<file path="config.mk">
export PLATFORM = sky130hd
export DESIGN_NAME = port_pin_function_select
export DESIGN_NICKNAME = d
export VERILOG_FILES = /design/src/pin_select_pkg.sv /design/src/port_pin_function_select.sv
export SDC_FILE = /design/constraint.sdc
export NUM_CORES = 1
export LEC_CHECK = 0
export BUFFER_PORTS_ARGS = -buffer_cell sky130_fd_sc_hd__buf_2
export CORE_MARGIN = 2
export CORE_UTILIZATION = 52
export CTS_CLUSTER_SIZE = 20
export DETAILED_ROUTE_END_ITERATION = 16
export PLACE_DENSITY = 0.87
export SLEW_MARGIN = 5
export SYNTH_ARGS = -nofsm -noshare
export SYNTH_HDL_FRONTEND = slang
export SYNTH_SLANG_ARGS = --single-unit
export TNS_END_PERCENT = 30
</file>
<file path="constraint.sdc">
create_clock -name CORE_CLK -period 4.6 [get_ports CORE_CLK]
set_input_delay 0 -clock CORE_CLK [delete_from_list [all_inputs] [get_ports CORE_CLK]]
set_output_delay 0 -clock CORE_CLK [all_outputs]
set_load 0.02 [all_outputs]
</file>
<file path="src/pin_select_pkg.sv">
/*
 Constants for the port pin function select block: register offsets,
 field positions, reset values and the pin function codes.
 Assumes a 32-bit APB with byte addresses; no reset values are given,
 so every register starts at zero (port input, no pull-up).
*/
`default_nettype none

package pin_select_pkg;

   // ----------------------------------------------------------------
   // Register offsets
   // ----------------------------------------------------------------
   // Some offsets are not multiples of four, so all of them are indices
   localparam logic [9:0] SERIAL_CHANNEL_CONTROL_IDX = 10'h366;
   localparam logic [9:0] ANALOG_CONTROL_ONE_IDX = 10'h3D7;
   localparam logic [9:0] PORT_DIRECTION_IDX = 10'h3F3;
   localparam logic [9:0] PULL_UP_CONTROL_IDX = 10'h3FE;
   localparam int ADDR_W = 12;

   // ----------------------------------------------------------------
   // Field positions
   // ----------------------------------------------------------------
   localparam int DIR_BIT = 6;
   localparam int PULL_BIT = 3;
   localparam int OPAMP_HI_BIT = 7;
   localparam int OPAMP_LO_BIT = 6;
   localparam int SEL_BIT = 3;
   localparam int ODIS_BIT = 2;

   // ----------------------------------------------------------------
   // Reset values and widths
   // ----------------------------------------------------------------
   localparam int REG_W = 8;
   localparam logic [7:0] REG_RESET = 8'h00;

   // Pin function codes shown on the status output
   typedef enum logic [2:0] {
      FN_PORT_IN,
      FN_PORT_IN_PULL,
      FN_PORT_OUT,
      FN_ANALOG,
      FN_SERIAL_OUT,
      FN_SERIAL_HIZ,
      FN_UNDEFINED
   } pin_function_e;

endpackage

`default_nettype wire

</file>
<file path="src/port_pin_function_select.sv">
/*
 Function select for one multiplexed port pin, with its four control
 registers on an APB slave.
 Assumes the serial shifter, analog converter and pad sit outside; pad
 inputs are synchronous to CORE_CLK.
*/
`timescale 1ns/100ps
`default_nettype none

module port_pin_function_select (
   input wire logic CORE_CLK,
   input wire logic RESETN,
   input wire logic PSEL,
   input wire logic PENABLE,
   input wire logic PWRITE,
   input wire logic [11:0] PADDR,
   input wire logic [31:0] PWDATA,
   input wire logic [3:0] PSTRB,
   output logic [31:0] PRDATA,
   output logic PREADY,
   output logic PSLVERR,
   input wire logic PORT_OUT_DATA,
   input wire logic SERIAL_DATA_OUT,
   input wire logic PIN_IN,
   output logic PIN_OUT,
   output logic PIN_OE,
   output logic PIN_PULL_UP,
   output logic ANALOG_EXTEND_INPUT_EN,
   output logic PORT_IN_DATA,
   output logic [2:0] PIN_FUNCTION
);

   // ----------------------------------------------------------------
   // Register file
   // ----------------------------------------------------------------
   logic [7:0] serial_channel_control_reg;
   logic [7:0] analog_control_one_reg;
   logic [7:0] port_direction_reg;
   logic [7:0] pull_up_control_reg;

   // Decode a byte address onto one of the four register indices.
   // Each register sits at four times its index, so the two low address
   // bits must be zero; any other address answers with an error.
   // Code 4 means no register was hit.
   function automatic logic [2:0] decode(input logic [11:0] addr);
      logic [2:0] sel;
      sel = 3'h4;
      if (addr == {pin_select_pkg::SERIAL_CHANNEL_CONTROL_IDX, 2'b00}) begin
         sel = 3'h0;
      end else if (addr == {pin_select_pkg::ANALOG_CONTROL_ONE_IDX, 2'b00}) begin
         sel = 3'h1;
      end else if (addr == {pin_select_pkg::PORT_DIRECTION_IDX, 2'b00}) begin
         sel = 3'h2;
      end else if (addr == {pin_select_pkg::PULL_UP_CONTROL_IDX, 2'b00}) begin
         sel = 3'h3;
      end
      return sel;
   endfunction

   logic [2:0] bus_sel;
   logic setup_phase;
   logic wr_en;

   assign bus_sel = decode(PADDR);
   assign setup_phase = PSEL && !PENABLE;
   // Writes land in the access cycle, when PREADY is high
   // A cleared PSTRB[0] drops the write quietly, with no error
   assign wr_en = PSEL && PENABLE && PREADY && PWRITE && PSTRB[0] && (bus_sel != 3'h4);

   // ----------------------------------------------------------------
   // Bus answer
   // ----------------------------------------------------------------
   // No wait state: PREADY rises in the first access cycle, so every
   // transfer takes exactly two cycles and the master never stalls longer
   always_ff @(posedge CORE_CLK or negedge RESETN) begin
      if (!RESETN) begin
         PREADY <= 1'b0;
      end else begin
         PREADY <= setup_phase;
      end
   end

   // Read data and error answer, captured in the setup cycle
   // Capturing early keeps PRDATA a plain flip-flop output
   always_ff @(posedge CORE_CLK or negedge RESETN) begin
      if (!RESETN) begin
         PRDATA <= 32'h00000000;
         PSLVERR <= 1'b0;
      end else if (setup_phase) begin
         PSLVERR <= (bus_sel == 3'h4);
         if (PWRITE) begin
            PRDATA <= 32'h00000000;
         end else if (bus_sel == 3'h0) begin
            PRDATA <= {24'h000000, serial_channel_control_reg};
         end else if (bus_sel == 3'h1) begin
            PRDATA <= {24'h000000, analog_control_one_reg};
         end else if (bus_sel == 3'h2) begin
            PRDATA <= {24'h000000, port_direction_reg};
         end else if (bus_sel == 3'h3) begin
            PRDATA <= {24'h000000, pull_up_control_reg};
         end else begin
            PRDATA <= 32'h00000000;
         end
      end else if (!PSEL) begin
         PSLVERR <= 1'b0;
      end
   end

   // ----------------------------------------------------------------
   // Register writes
   // ----------------------------------------------------------------
   // Only the low byte lane is stored; every register is eight bits wide
   always_ff @(posedge CORE_CLK or negedge RESETN) begin
      if (!RESETN) begin
         serial_channel_control_reg <= pin_select_pkg::REG_RESET;
         analog_control_one_reg <= pin_select_pkg::REG_RESET;
         port_direction_reg <= pin_select_pkg::REG_RESET;
         pull_up_control_reg <= pin_select_pkg::REG_RESET;
      end else if (wr_en) begin
         if (bus_sel == 3'h0) begin
            serial_channel_control_reg <= PWDATA[7:0];
         end else if (bus_sel == 3'h1) begin
            analog_control_one_reg <= PWDATA[7:0];
         end else if (bus_sel == 3'h2) begin
            port_direction_reg <= PWDATA[7:0];
         end else begin
            pull_up_control_reg <= PWDATA[7:0];
         end
      end
   end

   // ----------------------------------------------------------------
   // Function selection
   // ----------------------------------------------------------------
   logic dir_b;
   logic pull_b;
   logic op_hi_b;
   logic op_lo_b;
   logic sel_b;
   logic odis_b;
   pin_select_pkg::pin_function_e fn;

   assign dir_b = port_direction_reg[pin_select_pkg::DIR_BIT];
   assign pull_b = pull_up_control_reg[pin_select_pkg::PULL_BIT];
   assign op_hi_b = analog_control_one_reg[pin_select_pkg::OPAMP_HI_BIT];
   assign op_lo_b = analog_control_one_reg[pin_select_pkg::OPAMP_LO_BIT];
   assign sel_b = serial_channel_control_reg[pin_select_pkg::SEL_BIT];
   assign odis_b = serial_channel_control_reg[pin_select_pkg::ODIS_BIT];

   // Priority: serial select first, then analog, then port
   // Any combination outside the listed ones falls to the undefined code,
   // so an unlisted setting never drives the pin or turns on the pull-up;
   // a half-programmed setting that forms a listed combination is applied like a finished one
   always_comb begin
      fn = pin_select_pkg::FN_UNDEFINED;
      if (sel_b) begin
         if (!dir_b && !pull_b && !op_hi_b && !op_lo_b) begin
            // Disable bit matters only here
            if (odis_b) begin
               fn = pin_select_pkg::FN_SERIAL_HIZ;
            end else begin
               fn = pin_select_pkg::FN_SERIAL_OUT;
            end
         end
      end else if (op_hi_b || op_lo_b) begin
         if (op_hi_b && !op_lo_b && !dir_b && !pull_b) begin
            fn = pin_select_pkg::FN_ANALOG;
         end
      end else if (dir_b) begin
         fn = pin_select_pkg::FN_PORT_OUT;
      end else if (pull_b) begin
         fn = pin_select_pkg::FN_PORT_IN_PULL;
      end else begin
         fn = pin_select_pkg::FN_PORT_IN;
      end
   end

   // ----------------------------------------------------------------
   // Pad controls
   // ----------------------------------------------------------------
   // Pad controls, all registered; undefined combinations float the pin
   // The registered stage costs one cycle after a register write
   always_ff @(posedge CORE_CLK or negedge RESETN) begin
      if (!RESETN) begin
         PIN_OUT <= 1'b0;
         PIN_OE <= 1'b0;
         PIN_PULL_UP <= 1'b0;
         ANALOG_EXTEND_INPUT_EN <= 1'b0;
         PIN_FUNCTION <= 3'h0;
      end else begin
         PIN_FUNCTION <= fn;
         PIN_OE <= (fn == pin_select_pkg::FN_PORT_OUT) ||
                   (fn == pin_select_pkg::FN_SERIAL_OUT);
         PIN_OUT <= (fn == pin_select_pkg::FN_SERIAL_OUT) ? SERIAL_DATA_OUT
                                                          : PORT_OUT_DATA;
         PIN_PULL_UP <= (fn == pin_select_pkg::FN_PORT_IN_PULL);
         ANALOG_EXTEND_INPUT_EN <= (fn == pin_select_pkg::FN_ANALOG);
      end
   end

   // ----------------------------------------------------------------
   // Pad input
   // ----------------------------------------------------------------
   // Port input data seen by the core
   // The pad is taken as synchronous to the clock, so one flop is enough;
   // it is sampled whatever function the pin has
   always_ff @(posedge CORE_CLK or negedge RESETN) begin
      if (!RESETN) begin
         PORT_IN_DATA <= 1'b0;
      end else begin
         PORT_IN_DATA <= PIN_IN;
      end
   end

endmodule // port_pin_function_select

`default_nettype wire

</file>
Word-level counts from Yosys, hierarchy flattened
Index checks and enable logic that the tools add are counted.
{ "word_totals": {"latchBits": 0, "output_inout_bits": 42, "elab_cells": 73, "rom_bits": 0, "ramBits": 0, "input_bits": 56, "mem_count": 0, "register_bits": 74} }
{ "classes": {"bitwise": 3, "div": 0, "n_eq_ne": 14, "addsub": 0, "muxes": 19, "shifts": 0, "magnitude_cmp": 0, "multipliers": 0, "n_reduce_logical": 24} }
{ "op_table": {"columns": ["op", "n"], "rows": [
  ["equality test 12 bit, second input constant", 4],
  ["two-way mux 8 bit", 5],
  ["two-way mux 3 bit", 7],
  ["equality test 3 x 2 -> 1 bit, second input constant", 4],
  ["logical AND 1 bit", 12],
  ["AND reduction 4 bit", 2],
  ["equality test 3 x 1 -> 1 bit, second input constant", 2],
  ["equality test 3 bit, second input constant", 2],
  ["logical NOT 1 bit", 5],
  ["two-way mux 1 bit", 5],
  ["two-way mux 2 bit", 2],
  ["logical NOT 3 bit", 1],
  ["inequality test 3 bit, second input constant", 1],
  ["NOT 1 bit", 3],
  ["AND reduction 3 bit", 1],
  ["logical OR 1 bit", 2],
  ["inequality test 2 x 1 -> 1 bit, second input constant", 1],
  ["AND reduction 2 bit", 1]
]} }

Depth between registers and ports, before layout
Gate-level depths: netlist of run 1.
{ "depth": {"ltp_word": 11, "ltp_mapped": 6, "depth_no_buf": 5} }

Worst setup path before layout of run 1
Ideal clock, no wire load.
{ "synth_timing": {"kind": "register to register", "start": "reg PREADY", "end": "reg pull_up_control_reg[0]", "stages_incl_launch_ff": 4, "arrival_time_ps": 1517, "path_buffers": 0, "path_slack_ps": 2958, "synth_period_minus_slack_ps": 1642, "required_time_ps": 4475, "setup_ps": 125, "cell_sequence": "dfrtp_1 > nand3_2 > nor4b_4 > mux2_2"} }
{ "synth_between": {"elab_chain_len": 5} }
{ "synth_lines": {"columns": ["element", "line_no", "text"], "rows": [
  ["start, declared", "port_pin_function_select.sv:20", "output logic PREADY,"],
  ["start signal, assigned", "port_pin_function_select.sv:79", "PREADY <= setup_phase;"],
  ["logical AND 1 bit (4 in a row)", "port_pin_function_select.sv:68", "assign wr_en = PSEL && PENABLE && PREADY && PWRITE && PSTRB[0] && (bus_sel != 3'h4);"],
  ["AND reduction 4 bit (no line)", null, null],
  ["end signal, assigned", "port_pin_function_select.sv:118", "pull_up_control_reg <= pin_select_pkg::REG_RESET;"],
  ["end signal, assigned", "port_pin_function_select.sv:127", "pull_up_control_reg <= PWDATA[7:0];"],
  ["end, declared", "port_pin_function_select.sv:39", "logic [7:0] pull_up_control_reg;"]
]} }
No other way between the ends.
A chain may end at the register's enable or synchronous reset.

Worst setup path in the final report of run 1
{ "layout_timing": {"start": "in PADDR[1]", "end": "reg serial_channel_control_reg[6]"} }
{ "layout_between": {"elab_chain_len": 8, "elab_cells_between_ends": 12, "cone_classes": "5 x eq/ne; 4 x mux; 3 x reduce/logical"} }
{ "layout_lines": {"columns": ["element", "line_no", "text"], "rows": [
  ["start, declared", "port_pin_function_select.sv:16", "input wire logic [11:0] PADDR,"],
  ["equality test 12 bit", "port_pin_function_select.sv:54", "end else if (addr == {pin_select_pkg::PULL_UP_CONTROL_IDX, 2'b00}) begin"],
  ["two-way mux 3 bit", "port_pin_function_select.sv:54", null],
  ["two-way mux 3 bit", "port_pin_function_select.sv:52", "end else if (addr == {pin_select_pkg::PORT_DIRECTION_IDX, 2'b00}) begin"],
  ["two-way mux 3 bit", "port_pin_function_select.sv:50", "end else if (addr == {pin_select_pkg::ANALOG_CONTROL_ONE_IDX, 2'b00}) begin"],
  ["two-way mux 3 bit (*)", "port_pin_function_select.sv:48", "if (addr == {pin_select_pkg::SERIAL_CHANNEL_CONTROL_IDX, 2'b00}) begin"],
  ["inequality test 3 bit", "port_pin_function_select.sv:68", null],
  ["logical AND 1 bit", "port_pin_function_select.sv:68", null],
  ["AND reduction 2 bit (no line) (*)", null, null],
  ["end signal, assigned", "port_pin_function_select.sv:115", "serial_channel_control_reg <= pin_select_pkg::REG_RESET;"],
  ["end signal, assigned", "port_pin_function_select.sv:121", "serial_channel_control_reg <= PWDATA[7:0];"],
  ["end, declared", "port_pin_function_select.sv:36", "logic [7:0] serial_channel_control_reg;"]
]} }
Mark *: on every way between the ends. The rest lies on a longest branch, timed or not.

==> results of run 1 <==
-- worst min path at each step --
stage / startpoint / to / slack (ps) / depth (start not counted)
floorplan: RESETN / ANALOG_EXTEND_INPUT_EN / -300 / 0
global placement: PIN_IN / PORT_IN_DATA / 110 / 1
detailed placement: PIN_IN / PORT_IN_DATA / 110 / 1
CTS: PWRITE / PRDATA[3] / 60 / 3
global route: PWRITE / PRDATA[3] / 60 / 3
finish: PWRITE / PRDATA[3] / 60 / 3
-- Yosys cell counts, drive strengths merged --
cell type	n
nor2b	1
and3	5
nand4	10
buf	27
nor4b	2
o211ai	1
conb	1
xnor2	1
and3b	1
nand3	4
a22o	1
dfrtp	50
a31oi	1
a2111o	1
a21oi	15
nor4bb	1
o221ai	1
o31ai	7
mux2	33
and4b	1
nor3	4
o21ai	11
nor3b	2
a22oi	1
o22ai	1
clkbuf	5
nor4	2
mux2i	1
nand2	11
inv	2
nor2	15
-- repair_timing --
action	4_1_cts	5_1_grt
setup buffers	0	0
setup endpoints to repair	0	0
hold buffers	14	0
hold endpoints to repair	85	0
-- worst min-delay path: stages --
cell and delay [ps]:
buf_2 100, nor4_1 50, a22o_1 180
-- metrics by stage --
stage,cell area (um^2),setup slack (ps)
2_1_floorplan,2560,2960
3_5_place_dp,2640,2040
5_1_grt,2860,2160
6_report,2860,2240
3_3_place_gp,2640,2130
4_1_cts,2860,2310
-- report_power, final --
group          internal [mW]  leakage [nW]  switching, mW
registers              0.441         0.692       0.000795
logic                 0.0227         0.725         0.0511
clock network          0.105        0.0383          0.134
total                  0.569          1.46          0.186
-- routing by layer --
metal,vias to the layer above,part of all wire
met5,-,0
met4,0,0.022
met3,12,0.056
met2,74,0.47
met1,921,0.45
li1,860,-
-- area by class of cell --
class	instances	share of cell area
clock buffer	7	0.0267
multi-input combinational	158	0.380
inverter	2	0.00262
tap	54	0.0236
sequential	50	0.437
timing repair buffer	60	0.129
-- cells by family after synthesis --
kind of cell | count (synthesis)
AOI/OAI and AO/OA | 40
xor gates and xnor gates | 1
buffers and inverters | 34
DFF | 50
muxes | 34
other | 1
and+or+nand+nor | 59
==> results.yml, run 1 <==
outcome:
  outcome: "finished, final reports clean"
clock_network:
  cts_tree: "yes"
  cts_made_buffers: 5
  path_clk_slew_ps: 80
  htree_levels: 2
  cts.sinks: 50
  ctsRootBufferMaster: "clkbuf_8"
  ctsResizeCount: 0
  clock_path_buffers: 2
  insertion_delay_ps: 300
critical_path:
  crit_buf_inv: 1
  cp_max_fo: 14
  setup.worst_path.end: "serial_channel_control_reg[6]"
  rr_worst_depth: 5
  r2r_start: "pull_up_control_reg[3]"
  r2r_setup_slack_ps: 2440
  crit_slowest_cell: "nor3b_2"
  crit_path_end_kind: "flop"
  crit_start: "PADDR[1]"
  cp_top_family: "simple AND/OR/NAND/NOR gates"
  worstPathCellList: "buf_2, nor3b_2, nand4_1, nor2_2, mux2_2"
  path_class: "input pin to flop"
  cp-start-kind: "input pin"
  crit_arrival_ps: 2550
  required_ps: 4790
  reg2reg_to: "PIN_OUT"
  path_depth: 5
  max_stage_delay_ps: 750
placement:
  port_buffers: 46
  placedCellCount: 310
  dp_hpwl_mm: 3.34
  gp_congestion: 0.763
synthesis:
  synth.area.mux_share: 0.154
  synth.top_cells.by_area: "dfrtp_1, mux2_2, buf_4, a21oi_1, nand4_1"
  synth_xor_xnor_area_share: 0.00354
  synth_top_family_by_area: "multiplexers"
  syn-cell-area_um2: 2480
  ys_types: 40
  synth_compound_area_frac: 0.0965
  synth-simple-area-share: 0.149
  yosysTopAreaCell: "dfrtp_1"
  yosysWarnings: 0
  synth-seq-cells: 50
  synth_adder_area_share: 0
  avgSynthCellArea_um2: 11.3
  synthCells: 219
  ys_seq_area_frac: 0.505
  yosysTopAreaCellShare: 0.505
finish:
  multi_input_area_um2: 1090
  final_cell_mix: "dfrtp_1, buf_2, mux2_2"
  final_core_util: 0.614
  nNetsFinal: 333
  antenna_cells: 0
  seq_area_um2: 1250
  area_growth_pct: 15.5
  fillers: 378
  final_cell_count_no_fill: 331
  final_common_cell: "dfrtp_1"
  layout-drive-gt1-share: 0.332
timing:
  max_freq_mhz: 423
  hold_ws_ps: 64.2
  period_needed_ps: 2360
  maxSlewHeadroom: 0.263
  worstMarginPinSlew_ps: 1100
  tns_ps: 0
  hold_viol: 0
  slew_viol_final: 0
  fin_worst_skew_ps: 5.52
  post-route-period-util: 0.514
  rsz0062_at_grt: "false"
  setup_viol: 0
floorplanning:
  die-height_um: 73.0
  initial_core_util: 0.531
  io_pins: 98
  rows: 25
  coreArea_um2: 4660
  dieWidth_um: 73.0
  fp.dieArea_um2: 5330
detailed_routing:
  wire_per_inst_um: 16.0
  wirelength_mm: 5.29
  drtAntennaViolNets: 0
  via_per_inst: 5.64
  post-route-drc-count: 0
  via_count: 1867
  firstDrtPassIters: 4
  drt-initial-drc-count: 234
min_path:
  hold_class: "input pin to flop"
run:
  cap_viol_max_count: 0
global_routing:
  grt_pass1_wl_mm: 8.27
  grt_start_max_net_pins: 51
  overflow: 0
  grt-busiest-layer: "met2"
  grt_pass1_vias: 1705
  antenna_found_initial: 0
  gr-usage-met3: 0.0483
  grt_usage: 0.207
  grt_use_met1: 0.278
  grt.met2_usage: 0.327
power_and_ir_drop:
  peakVddDrop_mv: 0.140
  totalPowerFinal_mw: 0.754
  leakagePower_nw: 1.46
  p_per_area_nw_per_um2: 264
No activity file was read; power rests on OpenSTA's default activity.
==> run 2: changes to the inputs <==
- CORE_UTILIZATION: 52 -> 44
- PLACE_DENSITY: 0.87 -> 0.78
- clock period: 4.6 -> 1.95 ns (I/O delays scaled with it)
==> run 2 against run 1 <==
Net effect:
- first-iteration DRC count shrank 54%
- core utilization shrank 6.4 points
- critical path depth rose by 1
- design area rose by 5.1%
- largest power group unchanged
- combinational power is 150% higher
- critical path type unchanged
- sequential cell count unchanged
- sequential share of layout area shrank 2.1 points
==> results.yml, run 2 (same netlist as run 1, synthesis figures left out) <==
critical_path:
  cp_max_fo: 9
  reg2reg_to: "PIN_OUT"
  cp-start-kind: "input pin"
  r2r_start: "analog_control_one_reg[7]"
  crit_slowest_cell: "o211ai_1"
  crit_path_end_kind: "flop"
  r2r_setup_slack_ps: 260
  crit_arrival_ps: 1970
  worstPathCellList: "buf_2, and4b_1, o211ai_1, o21ai_0, a31oi_1, dlygate4sd3_1"
  required_ps: 2200
  max_stage_delay_ps: 650
  cp_top_family: "compound AO/OA/AOI/OAI gates"
  path_class: "input pin to flop"
  rr_worst_depth: 4
  crit_buf_inv: 2
power_and_ir_drop:
  clock_power_share: 0.342
  p_comb_frac: 0.099
  p_per_area_nw_per_um2: 620
  peakVddDrop_mv: 0.415
  intPower_mw: 1.40
  switchingPower_mw: 0.468
  leakagePower_nw: 1.54
  p_sw_frac: 0.251
  totalPowerFinal_mw: 1.86
  seqPwrFrac: 0.559
timing:
  rsz0062_at_grt: "false"
  fin_ws_ps: 225
  worstMarginPinSlew_ps: 781
  max_freq_mhz: 580
  setup_viol: 0
  tns_ps: 0
  post-route-period-util: 0.885
  fin_worst_skew_ps: 1.65
  maxSlewHeadroom: 0.477
  slew_viol_final: 0
  period_needed_ps: 1720
  hold_viol: 0
finish:
  final_common_cell: "dfrtp_1"
  antenna_cells: 0
  layout-drive-gt1-share: 0.370
  nNetsFinal: 347
  design_area_um2: 3010
  final_cell_mix: "dfrtp_1, buf_2, mux2_2"
  area_growth_pct: 21.4
global_routing:
  grt_start_max_net_pins: 27
  grt_usage: 0.179
  overflow: 0
  grt_pass1_vias: 1758
  antenna_found_initial: 0
  grt_pass1_wl_mm: 8.55
detailed_routing:
  via_count: 1904
  firstDrtPassIters: 4
  wire_per_inst_um: 14.7
  drt-initial-drc-count: 107
  wirelength_mm: 5.37
  via_per_inst: 5.23
  post-route-drc-count: 0
  drtAntennaViolNets: 0
floorplanning:
  rows: 27
  io_pins: 98
  dieWidth_um: 79.0
  coreArea_um2: 5470
  fp.dieArea_um2: 6240
  initial_core_util: 0.452
  die-height_um: 79.0
placement:
  dp_hpwl_mm: 3.68
  port_buffers: 46
  post_dp_cell_area_um2: 2770
  pre_cts_slack_ps: 238
  gp_congestion: 0.819
min_path:
  whs_path_depth: 3
  min_to: "PRDATA[3]"
  hold_class: "input pin to flop"
  holdCritStartpoint: "PWRITE"
clock_network:
  insertion_delay_ps: 310
  post-cts-setup-buffers: 0
  ctsRootBufferMaster: "clkbuf_8"
  cts_made_buffers: 5
  clock_path_buffers: 2
  path_clk_slew_ps: 90
  cts.sinks: 50
  cts_tree: "yes"
  htree_levels: 2
run:
  cap_viol_max_count: 0
outcome:
  outcome: "finished, final reports clean"
run 2: power groups by stage:
stage / clock, mW / sequential [mW] / combinational [mW]
finish: 0.638 / 1.04 / 0.184
global route: 0.697 / 1.04 / 0.204
CTS: 0.650 / 1.04 / 0.184
detailed placement: 0 / 1.06 / 0.161
global placement: 0 / 1.06 / 0.160
floorplan: 0 / 1.07 / 0.110
run 2: cell type report:
type / count / area [um^2]
fillers: 469 / 2470
clock buffers: 7 / 86.3
multi-input cells: 158 / 1090
clock inverters: 1 / 8.76
inverters: 2 / 7.51
well taps: 72 / 90.1
repair buffers: 74 / 475
flip-flops and latches: 50 / 1250
run 2: layer usage:
metal / vias up / GRT usage / wire length, um
li1: 889 / - / -
met1: 927 / 0.237 / 2330
met3: 10 / 0.0466 / 387
met2: 78 / 0.281 / 2570
met4: 0 / 0.0724 / 78
met5: - / 0 / 0
run 2: stage by stage:
stage | std cells | util | hold WS (ps)
finish | 364 | 0.549 | 62.3
global route | 364 | 0.549 | 73.3
CTS | 364 | 0.549 | 57.0
detailed placement | 342 | 0.506 | -109
global placement | 342 | 0.506 | -113
floorplan | 242 | - | -296
run 2: worst max path at each step:
| stage | start | endpoint | slack, ps | depth (start not counted) |
|---|---|---|---|---|
| floorplan | PREADY | pull_up_control_reg[0] | 310 | 3 |
| global placement | PADDR[1] | port_direction_reg[0] | 280 | 6 |
| detailed placement | PADDR[1] | port_direction_reg[0] | 240 | 6 |
| CTS | PADDR[6] | PSLVERR | 210 | 6 |
| global route | analog_control_one_reg[7] | PIN_OUT | 70 | 4 |
| finish | PADDR[6] | PSLVERR | 230 | 6 |
run 2: worst reg2reg max path, cell delays in order (launching register included):
cell,delay (ps)
dfrtp_1,490
nor4bb_1,350
nor2_1,100
o31ai_1,270
mux2_2,370
run 2: what timing repair did:
action	in CTS	in global routing
hold buffers	14	0
gates resized for setup	0	0
hold endpoints to repair	85	0
setup endpoints to repair	0	0
